File: src/common/etw_defs.vh
// register map, field positions, reset values and timing for the 8-bit timer
// assumes byte addresses on an AXI4-Lite slave with 32-bit data
`ifndef ETW_DEFS_VH
`define ETW_DEFS_VH
// flags index sits off the word grid; the bus sees four times the index
`define ETW_IDX_FLAGS 8'h36
`define ETW_OFF_FLAGS 8'hD8
`define ETW_OFF_CTRL 8'h40
`define ETW_OFF_COUNT 8'h44
`define ETW_OFF_CMP 8'h48
`define ETW_OFF_MASK 8'h4C
`define ETW_OFF_GLOBAL 8'h50
`define ETW_OFF_PIN 8'h54
`define ETW_CTRL_FOC 7
`define ETW_CTRL_WGM1 3
`define ETW_CTRL_WGM0 6
`define ETW_CTRL_COM_HI 5
`define ETW_CTRL_COM_LO 4
`define ETW_CTRL_CS_HI 2
`define ETW_FLAG_CMP 7
`define ETW_FLAG_OVF 6
`define ETW_MASK_CMP 7
`define ETW_MASK_OVF 6
`define ETW_RST_BYTE 8'h00
`define ETW_TOP_MAX 8'hFF
`define ETW_BOTTOM 8'h00
`define ETW_DIV_8 10'd7
`define ETW_DIV_64 10'd63
`define ETW_DIV_256 10'd255
`define ETW_DIV_1024 10'd1023
`define ETW_AXI_OKAY 2'b00
`define ETW_AXI_SLVERR 2'b10
`endif

File: src/hdl/etw_edge_sync.v
// two-flop synchroniser with rising/falling edge pulses
// assumes an asynchronous pin input and one clock domain
`timescale 1ns/1ps
module etw_edge_sync
(
	// clock and reset
	input wire clk,
	input wire nrst,
	// pin and edge pulses
	input wire pin_in,
	output wire rise,
	output wire fall
);
	reg s1_q;
	reg s2_q;
	reg s3_q;
	// first flop feeds only the second
	always @(posedge clk or negedge nrst)
	begin
		if (!nrst)
		begin
			s1_q <= 1'b0;
			s2_q <= 1'b0;
			s3_q <= 1'b0;
		end
		else
		begin
			s1_q <= pin_in;
			s2_q <= s1_q;
			s3_q <= s2_q;
		end
	end
	assign rise = s2_q & ~s3_q;
	assign fall = ~s2_q & s3_q;
endmodule

File: src/hdl/etw_timer.v
// 8-bit timer/counter with waveform output, register side over AXI4-Lite
// assumes one clock; count pin is asynchronous; vector acks come from the core
//
// Contract
// - force compare works only in non-PWM modes
// - force strobe applies current compare output action
// - forced compare sets no flag, no clear
// - force strobe always reads back zero
// - mode field picks mode and top value
// - compare buffering and overflow point per mode
// - nonzero output action overrides port pin
// - non-PWM actions: none, toggle, clear, set
// - fast PWM: clear/set on match, inverse bottom
// - fast PWM compare at top skips match
// - phase PWM: action by count direction
// - phase PWM compare at top acts at top
// - clock select stops or picks prescaled clock
// - select 110/111 count pin falling/rising
// - pin edges count even when pin output
// - counter read/write; write blocks next match
// - compare register compared continuously with counter
// - compare irq needs enable, global, flag
// - overflow irq needs enable, global, flag
// - compare flag set on match, W1C/vector
// - overflow flag set on overflow, W1C/vector
//
// The AXI4-Lite interface to the registers was decided locally.
`timescale 1ns/1ps
`include "etw_defs.vh"
module etw_timer
(
	// clock and reset
	input wire CLK,
	input wire NRST,
	// axi4-lite write address and data
	input wire [7:0] S_AXI_AWADDR,
	input wire S_AXI_AWVALID,
	output reg S_AXI_AWREADY,
	input wire [31:0] S_AXI_WDATA,
	input wire [3:0] S_AXI_WSTRB,
	input wire S_AXI_WVALID,
	output reg S_AXI_WREADY,
	// axi4-lite write response
	output reg [1:0] S_AXI_BRESP,
	output reg S_AXI_BVALID,
	input wire S_AXI_BREADY,
	// axi4-lite read
	input wire [7:0] S_AXI_ARADDR,
	input wire S_AXI_ARVALID,
	output reg S_AXI_ARREADY,
	output reg [31:0] S_AXI_RDATA,
	output reg [1:0] S_AXI_RRESP,
	output reg S_AXI_RVALID,
	input wire S_AXI_RREADY,
	// pins
	input wire EXTERNAL_COUNT_PIN,
	output reg WAVEFORM_OUTPUT,
	output reg WAVEFORM_OVERRIDE,
	// interrupt requests and vector acknowledges
	output reg COMPARE_IRQ,
	output reg OVERFLOW_IRQ,
	input wire COMPARE_VECTOR_ACK,
	input wire OVERFLOW_VECTOR_ACK
);
	localparam MODE_NORMAL = 2'b00;
	localparam MODE_PHASE = 2'b01;
	localparam MODE_CLR = 2'b10;
	localparam MODE_FAST = 2'b11;

	reg [7:0] count_q, cmp_q, cmp_buf_q, aw_addr_q;
	reg [1:0] wgm_q, com_q;
	reg [2:0] cs_q;
	reg cmp_flag_q, ovf_flag_q, cmp_ie_q, ovf_ie_q, global_ie_q;
	reg down_q, block_q, aw_have_q, w_have_q;
	reg [9:0] presc_q;
	reg [31:0] w_data_q;
	reg [3:0] w_strb_q;

	wire pin_rise, pin_fall;
	reg [7:0] top, count_d;
	reg tick, match, down_d, oc_d, set_cmp, set_ovf, act_set, act_clr;

	wire wr_go = aw_have_q & w_have_q & ~S_AXI_BVALID;
	wire wr_b0 = wr_go & w_strb_q[0];
	wire wr_ctrl = wr_b0 && aw_addr_q == `ETW_OFF_CTRL;
	wire wr_count = wr_b0 && aw_addr_q == `ETW_OFF_COUNT;
	wire pwm = wgm_q[0];
	wire foc = wr_ctrl & w_data_q[`ETW_CTRL_FOC] & ~w_data_q[`ETW_CTRL_WGM0];

	// pin sampled regardless of its direction
	etw_edge_sync u_sync
	(
		.clk(CLK),
		.nrst(NRST),
		.pin_in(EXTERNAL_COUNT_PIN),
		.rise(pin_rise),
		.fall(pin_fall)
	);

	// free-running prescaler; divided taps are one-cycle enables
	always @(posedge CLK or negedge NRST)
	begin
		if (!NRST)
			presc_q <= 10'd0;
		else
			presc_q <= presc_q + 10'd1;
	end

	always @*
	begin
		case (cs_q)
			3'b000: tick = 1'b0;
			3'b001: tick = 1'b1;
			3'b010: tick = ((presc_q & `ETW_DIV_8) == `ETW_DIV_8);
			3'b011: tick = ((presc_q & `ETW_DIV_64) == `ETW_DIV_64);
			3'b100: tick = ((presc_q & `ETW_DIV_256) == `ETW_DIV_256);
			3'b101: tick = (presc_q == `ETW_DIV_1024);
			3'b110: tick = pin_fall;
			default: tick = pin_rise;
		endcase
	end

	// next count, direction, flags and output actions
	always @*
	begin
		top = (wgm_q == MODE_CLR) ? cmp_q : `ETW_TOP_MAX;
		match = (count_q == cmp_q) & ~block_q;
		count_d = count_q;
		down_d = down_q & (wgm_q == MODE_PHASE); // other modes restart phase counting upward
		set_cmp = 1'b0;
		set_ovf = 1'b0;
		act_set = 1'b0;
		act_clr = 1'b0;
		oc_d = WAVEFORM_OUTPUT;
		if (tick)
		begin
			set_cmp = match;
			case (wgm_q)
				MODE_PHASE:
				begin
					if (!down_q && count_q == `ETW_TOP_MAX)
						down_d = 1'b1;
					else if (down_q && count_q == `ETW_BOTTOM)
						down_d = 1'b0;
					count_d = down_d ? count_q - 8'd1 : count_q + 8'd1;
					set_ovf = down_q && count_q == `ETW_BOTTOM;
					if (com_q[1] && cmp_q == `ETW_TOP_MAX)
					begin
						if (count_q == `ETW_TOP_MAX)
						begin
							act_set = ~com_q[0];
							act_clr = com_q[0];
						end
					end
					else if (match && com_q[1])
					begin
						act_clr = down_q ? com_q[0] : ~com_q[0];
						act_set = down_q ? ~com_q[0] : com_q[0];
					end
				end
				MODE_FAST:
				begin
					count_d = count_q + 8'd1;
					set_ovf = count_q == `ETW_TOP_MAX;
					if (count_q == `ETW_TOP_MAX && com_q[1]) // bottom action
					begin
						act_set = ~com_q[0];
						act_clr = com_q[0];
					end
					else if (match && com_q[1] && cmp_q != `ETW_TOP_MAX)
					begin
						act_clr = ~com_q[0];
						act_set = com_q[0];
					end
				end
				default:
				begin
					// clear at compare value in clear mode
					count_d = (wgm_q == MODE_CLR && count_q == top) ? `ETW_BOTTOM : count_q + 8'd1;
					set_ovf = count_q == `ETW_TOP_MAX;
					if (match)
					begin
						act_set = (com_q == 2'b11) | ((com_q == 2'b01) & ~WAVEFORM_OUTPUT);
						act_clr = (com_q == 2'b10) | ((com_q == 2'b01) & WAVEFORM_OUTPUT);
					end
				end
			endcase
		end
		// forced match drives output only; flags and count untouched
		if (foc)
		begin
			act_set = (w_data_q[5:4] == 2'b11) | ((w_data_q[5:4] == 2'b01) & ~WAVEFORM_OUTPUT);
			act_clr = (w_data_q[5:4] == 2'b10) | ((w_data_q[5:4] == 2'b01) & WAVEFORM_OUTPUT);
		end
		if (act_set)
			oc_d = 1'b1;
		else if (act_clr)
			oc_d = 1'b0;
	end

	// counter, waveform, flags and registers
	always @(posedge CLK or negedge NRST)
	begin
		if (!NRST)
		begin
			count_q <= `ETW_RST_BYTE;
			cmp_q <= `ETW_RST_BYTE;
			cmp_buf_q <= `ETW_RST_BYTE;
			wgm_q <= 2'b00;
			com_q <= 2'b00;
			cs_q <= 3'b000;
			cmp_flag_q <= 1'b0;
			ovf_flag_q <= 1'b0;
			cmp_ie_q <= 1'b0;
			ovf_ie_q <= 1'b0;
			global_ie_q <= 1'b0;
			down_q <= 1'b0;
			block_q <= 1'b0;
			WAVEFORM_OUTPUT <= 1'b0;
			WAVEFORM_OVERRIDE <= 1'b0;
			COMPARE_IRQ <= 1'b0;
			OVERFLOW_IRQ <= 1'b0;
		end
		else
		begin
			down_q <= down_d;
			WAVEFORM_OUTPUT <= oc_d;
			WAVEFORM_OVERRIDE <= |com_q;
			// software write to the counter wins over counting
			if (wr_count)
				count_q <= w_data_q[7:0];
			else
				count_q <= count_d;
			// block clears at next tick after a counter write
			if (wr_count)
				block_q <= 1'b1;
			else if (tick)
				block_q <= 1'b0;
			// compare register double buffer
			if (wr_b0 && aw_addr_q == `ETW_OFF_CMP)
				cmp_buf_q <= w_data_q[7:0];
			if (wgm_q == MODE_NORMAL || wgm_q == MODE_CLR)
				cmp_q <= (wr_b0 && aw_addr_q == `ETW_OFF_CMP) ? w_data_q[7:0] : cmp_buf_q;
			else if (tick && wgm_q == MODE_PHASE && count_q == `ETW_TOP_MAX)
				cmp_q <= cmp_buf_q;
			else if (tick && wgm_q == MODE_FAST && count_q == `ETW_TOP_MAX)
				cmp_q <= cmp_buf_q;
			if (wr_ctrl)
			begin
				wgm_q <= {w_data_q[`ETW_CTRL_WGM1], w_data_q[`ETW_CTRL_WGM0]};
				com_q <= w_data_q[`ETW_CTRL_COM_HI:`ETW_CTRL_COM_LO];
				cs_q <= w_data_q[`ETW_CTRL_CS_HI:0];
			end
			if (wr_b0 && aw_addr_q == `ETW_OFF_MASK)
			begin
				cmp_ie_q <= w_data_q[`ETW_MASK_CMP];
				ovf_ie_q <= w_data_q[`ETW_MASK_OVF];
			end
			if (wr_b0 && aw_addr_q == `ETW_OFF_GLOBAL)
				global_ie_q <= w_data_q[0];
			// set wins over clear
			if (set_cmp)
				cmp_flag_q <= 1'b1;
			else if (COMPARE_VECTOR_ACK || (wr_b0 && aw_addr_q == `ETW_OFF_FLAGS
				&& w_data_q[`ETW_FLAG_CMP]))
				cmp_flag_q <= 1'b0;
			if (set_ovf)
				ovf_flag_q <= 1'b1;
			else if (OVERFLOW_VECTOR_ACK || (wr_b0 && aw_addr_q == `ETW_OFF_FLAGS
				&& w_data_q[`ETW_FLAG_OVF]))
				ovf_flag_q <= 1'b0;
			COMPARE_IRQ <= cmp_ie_q & global_ie_q & cmp_flag_q;
			OVERFLOW_IRQ <= ovf_ie_q & global_ie_q & ovf_flag_q;
		end
	end

	// axi write: address and data taken in either order or in the same cycle, one write at a time
	always @(posedge CLK or negedge NRST)
	begin
		if (!NRST)
		begin
			S_AXI_AWREADY <= 1'b0;
			S_AXI_WREADY <= 1'b0;
			S_AXI_BVALID <= 1'b0;
			S_AXI_BRESP <= `ETW_AXI_OKAY;
			aw_have_q <= 1'b0;
			w_have_q <= 1'b0;
			aw_addr_q <= 8'h00;
			w_data_q <= 32'h00000000;
			w_strb_q <= 4'h0;
		end
		else
		begin
			S_AXI_AWREADY <= ~aw_have_q & ~S_AXI_AWREADY & S_AXI_AWVALID & ~S_AXI_BVALID;
			S_AXI_WREADY <= ~w_have_q & ~S_AXI_WREADY & S_AXI_WVALID & ~S_AXI_BVALID;
			if (S_AXI_AWVALID && S_AXI_AWREADY)
			begin
				aw_have_q <= 1'b1;
				aw_addr_q <= S_AXI_AWADDR;
			end
			if (S_AXI_WVALID && S_AXI_WREADY)
			begin
				w_have_q <= 1'b1;
				w_data_q <= S_AXI_WDATA;
				w_strb_q <= S_AXI_WSTRB;
			end
			if (wr_go)
			begin
				aw_have_q <= 1'b0;
				w_have_q <= 1'b0;
				S_AXI_BVALID <= 1'b1;
				if (aw_addr_q == `ETW_OFF_FLAGS || aw_addr_q == `ETW_OFF_CTRL
					|| aw_addr_q == `ETW_OFF_COUNT || aw_addr_q == `ETW_OFF_CMP
					|| aw_addr_q == `ETW_OFF_MASK || aw_addr_q == `ETW_OFF_GLOBAL)
					S_AXI_BRESP <= `ETW_AXI_OKAY;
				else
					S_AXI_BRESP <= `ETW_AXI_SLVERR;
			end
			else if (S_AXI_BVALID && S_AXI_BREADY)
				S_AXI_BVALID <= 1'b0;
		end
	end

	// axi read: one cycle to accept, data the next
	always @(posedge CLK or negedge NRST)
	begin
		if (!NRST)
		begin
			S_AXI_ARREADY <= 1'b0;
			S_AXI_RVALID <= 1'b0;
			S_AXI_RDATA <= 32'h00000000;
			S_AXI_RRESP <= `ETW_AXI_OKAY;
		end
		else
		begin
			S_AXI_ARREADY <= ~S_AXI_ARREADY & ~S_AXI_RVALID & S_AXI_ARVALID;
			if (S_AXI_ARVALID && S_AXI_ARREADY)
			begin
				S_AXI_RVALID <= 1'b1;
				S_AXI_RRESP <= `ETW_AXI_OKAY;
				if (S_AXI_ARADDR == `ETW_OFF_FLAGS)
					S_AXI_RDATA <= {24'h000000, cmp_flag_q, ovf_flag_q, 6'h00};
				else if (S_AXI_ARADDR == `ETW_OFF_CTRL)
					S_AXI_RDATA <= {24'h000000, 1'b0, wgm_q[0], com_q, wgm_q[1], cs_q};
				else if (S_AXI_ARADDR == `ETW_OFF_COUNT)
					S_AXI_RDATA <= {24'h000000, count_q};
				else if (S_AXI_ARADDR == `ETW_OFF_CMP)
					S_AXI_RDATA <= {24'h000000, cmp_buf_q};
				else if (S_AXI_ARADDR == `ETW_OFF_MASK)
					S_AXI_RDATA <= {24'h000000, cmp_ie_q, ovf_ie_q, 6'h00};
				else if (S_AXI_ARADDR == `ETW_OFF_GLOBAL)
					S_AXI_RDATA <= {31'h00000000, global_ie_q};
				else
				begin
					S_AXI_RDATA <= 32'h00000000;
					S_AXI_RRESP <= `ETW_AXI_SLVERR;
				end
			end
			else if (S_AXI_RVALID && S_AXI_RREADY)
				S_AXI_RVALID <= 1'b0;
		end
	end
endmodule

File: config.mk
export PLATFORM = sky130hd
export DESIGN_NAME = etw_timer
export DESIGN_NICKNAME = d
export VERILOG_FILES = /design/src/hdl/etw_edge_sync.v /design/src/hdl/etw_timer.v
export VERILOG_INCLUDE_DIRS = /design/src /design/src/common
export SDC_FILE = /design/constraint.sdc
export NUM_CORES = 1
export LEC_CHECK = 0
export BUFFER_PORTS_ARGS = -buffer_cell sky130_fd_sc_hd__buf_2
export CELL_PAD_IN_SITES_DETAIL_PLACEMENT = 2
export CELL_PAD_IN_SITES_GLOBAL_PLACEMENT = 2
export CORE_MARGIN = 5
export CORE_UTILIZATION = 33
export CTS_CLUSTER_SIZE = 20
export DETAILED_ROUTE_END_ITERATION = 10
export GPL_ROUTABILITY_DRIVEN = 0
export PLACE_DENSITY = 0.79
export SYNTH_ARGS = -nofsm -noshare
export SYNTH_HDL_FRONTEND = slang
export SYNTH_SLANG_ARGS = --single-unit
export TNS_END_PERCENT = 50
File: constraint.sdc
create_clock -name CLK -period 2.94 [get_ports CLK]
set_input_delay 0.147 -clock CLK [delete_from_list [all_inputs] [get_ports CLK]]
set_output_delay 0.147 -clock CLK [all_outputs]
set_load 0.01 [all_outputs]
==> summary.md <==
| Metric | Value |
|---|---|
| Count of pins over their slew limit | `0` |
| Die X | `130 um` |
| DRC Markers | `0` |
| Clock Sink Count | `89` |
| Core Region | `0.0140 sq mm` |
| Switching share of power | `31.2%` |
| Full die area | `0.0169 sq mm` |
| FF+latch count, synth | `89` |
| DR vias | `3841` |
| Num rows | `43` |
| Final wirelength | `14000 um` |
| Synth warn | `0` |
| Setup TNS Final | `0 ns` |
| RSZ-0062 raised after global routing | `false` |
| CP startpoint | `count_q[0]` |
| Antenna violations before repair | `0` |
| WL/cell | `19.2 um` |
| Fraction of registers with async set or reset after synthesis | `100%` |
| Later-pin clock latency in the skew report | `0.35 ns` |
| Largest net degree at the start of global routing | `47` |
| Sequential fraction of the synthesis area | `46.9%` |
| Sw power | `1150 uW` |
| Final worst path period share | `88.3%` |
| Crit path kind | `reg -> reg` |
| CTS tree | `done` |
| Via density | `5.27` |
| Outcome | `finished, final reports clean` |
| DRT Pass-1 Iters | `4` |
| All-layer global routing usage | `17.8%` |
| Synth Instances | `479` |
| H-tree Lvls | `3` |
| Final nets | `611` |
| HPWL Detailed | `10500 um` |
| Synth Flop Type | `dfrtp_1` |
| Die Y | `130 um` |
| Int Pwr | `2540 uW` |
| Design Area, Final | `0.00554 sq mm` |
| Vias in the first global route | `4256` |
| Setup Skew | `0.0128 ns` |
| Worst r2r path cells | `8` |
| Fill cells | `1565` |
| Power per cell area | `666 mW/mm^2` |
| Initial Utilization | `33.9%` |
| Worst-path fanout max | `10` |
| Routed Antenna Nets | `0` |
| Crit path required time | `3.18 ns` |
| Clock network fraction of total power | `34.7%` |
| Most frequent cells in the layout | `dfrtp_1 (89), buf_2 (52), nand2_1 (44)` |
| CP arrival | `2.84 ns` |
| Sequential power share | `46.8%` |
| Num ports | `107` |
| Placed cell areas | `0.00519 sq mm` |
| Total design power | `3690 uW` |
| Fmax | `385 MHz` |
| Layout cell share with drive strength beyond 1 | `24.2%` |
| Clk pin slew, worst setup/hold paths | `0.07 ns` |
| Post-CTS sizing | `0` |
| Longest Clk Path Bufs | `2` |
| Hold path start | `S_AXI_WDATA[1]` |
| Final Hold Fails | `0` |
| Actual slew at the worst max-slew pin | `0.746 ns` |
| Pleak | `0.00247 uW` |
| Storage cell area | `0.00223 sq mm` |
| Diodes inserted | `0` |
| Grt total ovfl | `0` |
| Clk root buf | `clkbuf_16` |
| Synthesized area per cell | `9.91 sq um` |
| Worst hold path type | `in -> reg` |
| CTS buffer count | `9` |
| Synth unique cells | `57` |
| Setup violators final | `0` |
| CP endpoint kind | `register` |
| Layout area overhead | `16.7%` |
| Max-Cap Viols | `0` |
| First-pass GRT wire length | `23500 um` |
| RR Startpoint | `count_q[0]` |
| Gate power share | `18.5%` |
| Fin crit period | `2.60 ns` |
| Critical Path Start Type | `register` |
| I/O Buffers | `53` |
| Worst hold stages | `2` |
| Max IR drop VDD | `0.415 mV` |
| Footprint of the multi-input gates | `0.00227 sq mm` |
| Post-Syn Area | `0.00474 sq mm` |
| Most common cell after layout, fill and taps aside | `dfrtp_1` |
| Initial drt markers | `123` |
| Post-synth EDFFs | `0` |
| Slew headroom | `49.8%` |
==> layout make-up <==
cell class | count | area share, %
multi-input combinational | 356 | 41.0
sequential | 89 | 40.2
timing repair buffer | 75 | 7.91
clock buffer | 10 | 4.32
tap | 180 | 4.07
clock inverter | 6 | 1.63
inverter | 13 | 0.882
==> registers in the layout, summed over array words and instances (netlist names), 2 cells and up <==
name and cells:
count_q 8, wgm_q 2, cmp_buf_q 8, com_q 2
S_AXI_RDATA 8, w_data_q 8, aw_addr_q 8, presc_q 10
cs_q 3, cmp_q 8
==> cell families (layout without fill, tap and decap cells) <==
kind of cell / count (synthesis) / after routing / synth area share, %
AO/OA/AOI/OAI: 92 / 92 / 12.6
buffers and inverters: 59 / 104 / 7.25
other: 1 / 26 / 0.0790
XOR/XNOR: 15 / 15 / 2.77
AND/OR/NAND/NOR: 174 / 174 / 18.8
flip-flops: 89 / 89 / 46.9
adder cells (fa/ha/maj): 5 / 5 / 1.32
multiplexers: 44 / 44 / 10.3
==> power by group through the flow <==
| stage | sequential [uW] | clock [uW] | combinational, uW |
|---|---|---|---|
| floorplan | 1620 | 0 | 499 |
| global placement | 1730 | 0 | 649 |
| detailed placement | 1750 | 0 | 687 |
| CTS | 1730 | 1320 | 695 |
| global route | 1770 | 1370 | 770 |
| finish | 1730 | 1280 | 682 |
==> path summary, 6_finish.rpt <==
kind | slack (ns) | endpoint
setup / recovery | 0.34 | count_q[6]
hold / removal | 0.03 | w_data_q[1]
setup reg to reg | 0.34 | count_q[6]
hold reg to reg | 0.36 | u_sync.s2_q
max in group asynchronous | 1.79 | S_AXI_RDATA[7]
min in group asynchronous | 0.34 | block_q
==> metrics by stage <==
step / setup slack [ns] / hold WS [ns] / utilization, % / cells
after floorplan: 0.620 / -0.149 / - / 504
after global placement: 0.421 / 0.194 / 37.1 / 711
after detailed placement: 0.386 / 0.202 / 37.1 / 711
after CTS: 0.350 / 0.0127 / 39.6 / 729
after global routing: 0.162 / 0.0258 / 39.6 / 729
final: 0.344 / 0.0265 / 39.6 / 729
==> worst max-delay path, stage by stage, from the launching register on <==
cell and delay (ns):
dfrtp_1 0.43, ha_1 0.22, and4_2 0.28, and4_1 0.32
o21a_1 0.36, nor2_1 0.17, a221oi_1 0.33, a211oi_1 0.12
mux2_2 0.27
==> repair_timing <==
action / CTS / global route
hold buffers: 2 / 0
setup buffers: 0 / 0
hold endpoints to repair: 45 / 0
==> Yosys cell counts, types with 2 or more instances <==
master / n / area, sq um
nor4_1: 7 / 43.8
o21ai_0: 28 / 140
and2_1: 3 / 18.8
nor3_1: 11 / 55.1
mux2_2: 37 / 417
buf_2: 2 / 10.0
nor3b_1: 5 / 37.5
and3_1: 6 / 37.5
nor2_1: 40 / 150
a21oi_1: 18 / 90.1
mux2i_1: 7 / 70.1
ha_1: 5 / 62.6
xnor2_1: 11 / 96.3
a21o_1: 2 / 15.0
buf_4: 28 / 210
clkbuf_1: 14 / 52.6
nand2b_1: 6 / 37.5
a221oi_1: 4 / 35.0
nand3b_1: 6 / 45.0
nor4b_1: 6 / 52.6
or3_1: 2 / 12.5
nor2b_1: 4 / 25.0
nand2_1: 44 / 165
nand4_1: 6 / 37.5
o21a_1: 3 / 22.5
xor2_1: 4 / 35.0
nand3_1: 18 / 90.1
a31oi_1: 2 / 12.5
o211a_1: 2 / 20.0
a22oi_1: 3 / 22.5
buf_6: 2 / 22.5
o22ai_1: 3 / 18.8
a222oi_1: 2 / 20.0
o21bai_1: 2 / 15.0
a211oi_1: 7 / 52.6
o211ai_1: 4 / 30.0
dfrtp_1: 89 / 2230
o31ai_1: 4 / 30.0
inv_1: 13 / 48.8
or2_2: 2 / 12.5
==> layer usage <==
| layer | vias to the layer above | wire [um] | global-route usage, % |
|---|---|---|---|
| met3 | 10 | 424 | 3.52 |
| met1 | 1989 | 6210 | 23.4 |
| met2 | 52 | 7170 | 30.2 |
| li1 | 1790 | - | - |
| met5 | - | 0 | 0 |
| met4 | 0 | 176 | 4.83 |
Power figures use the tool's default switching activity.
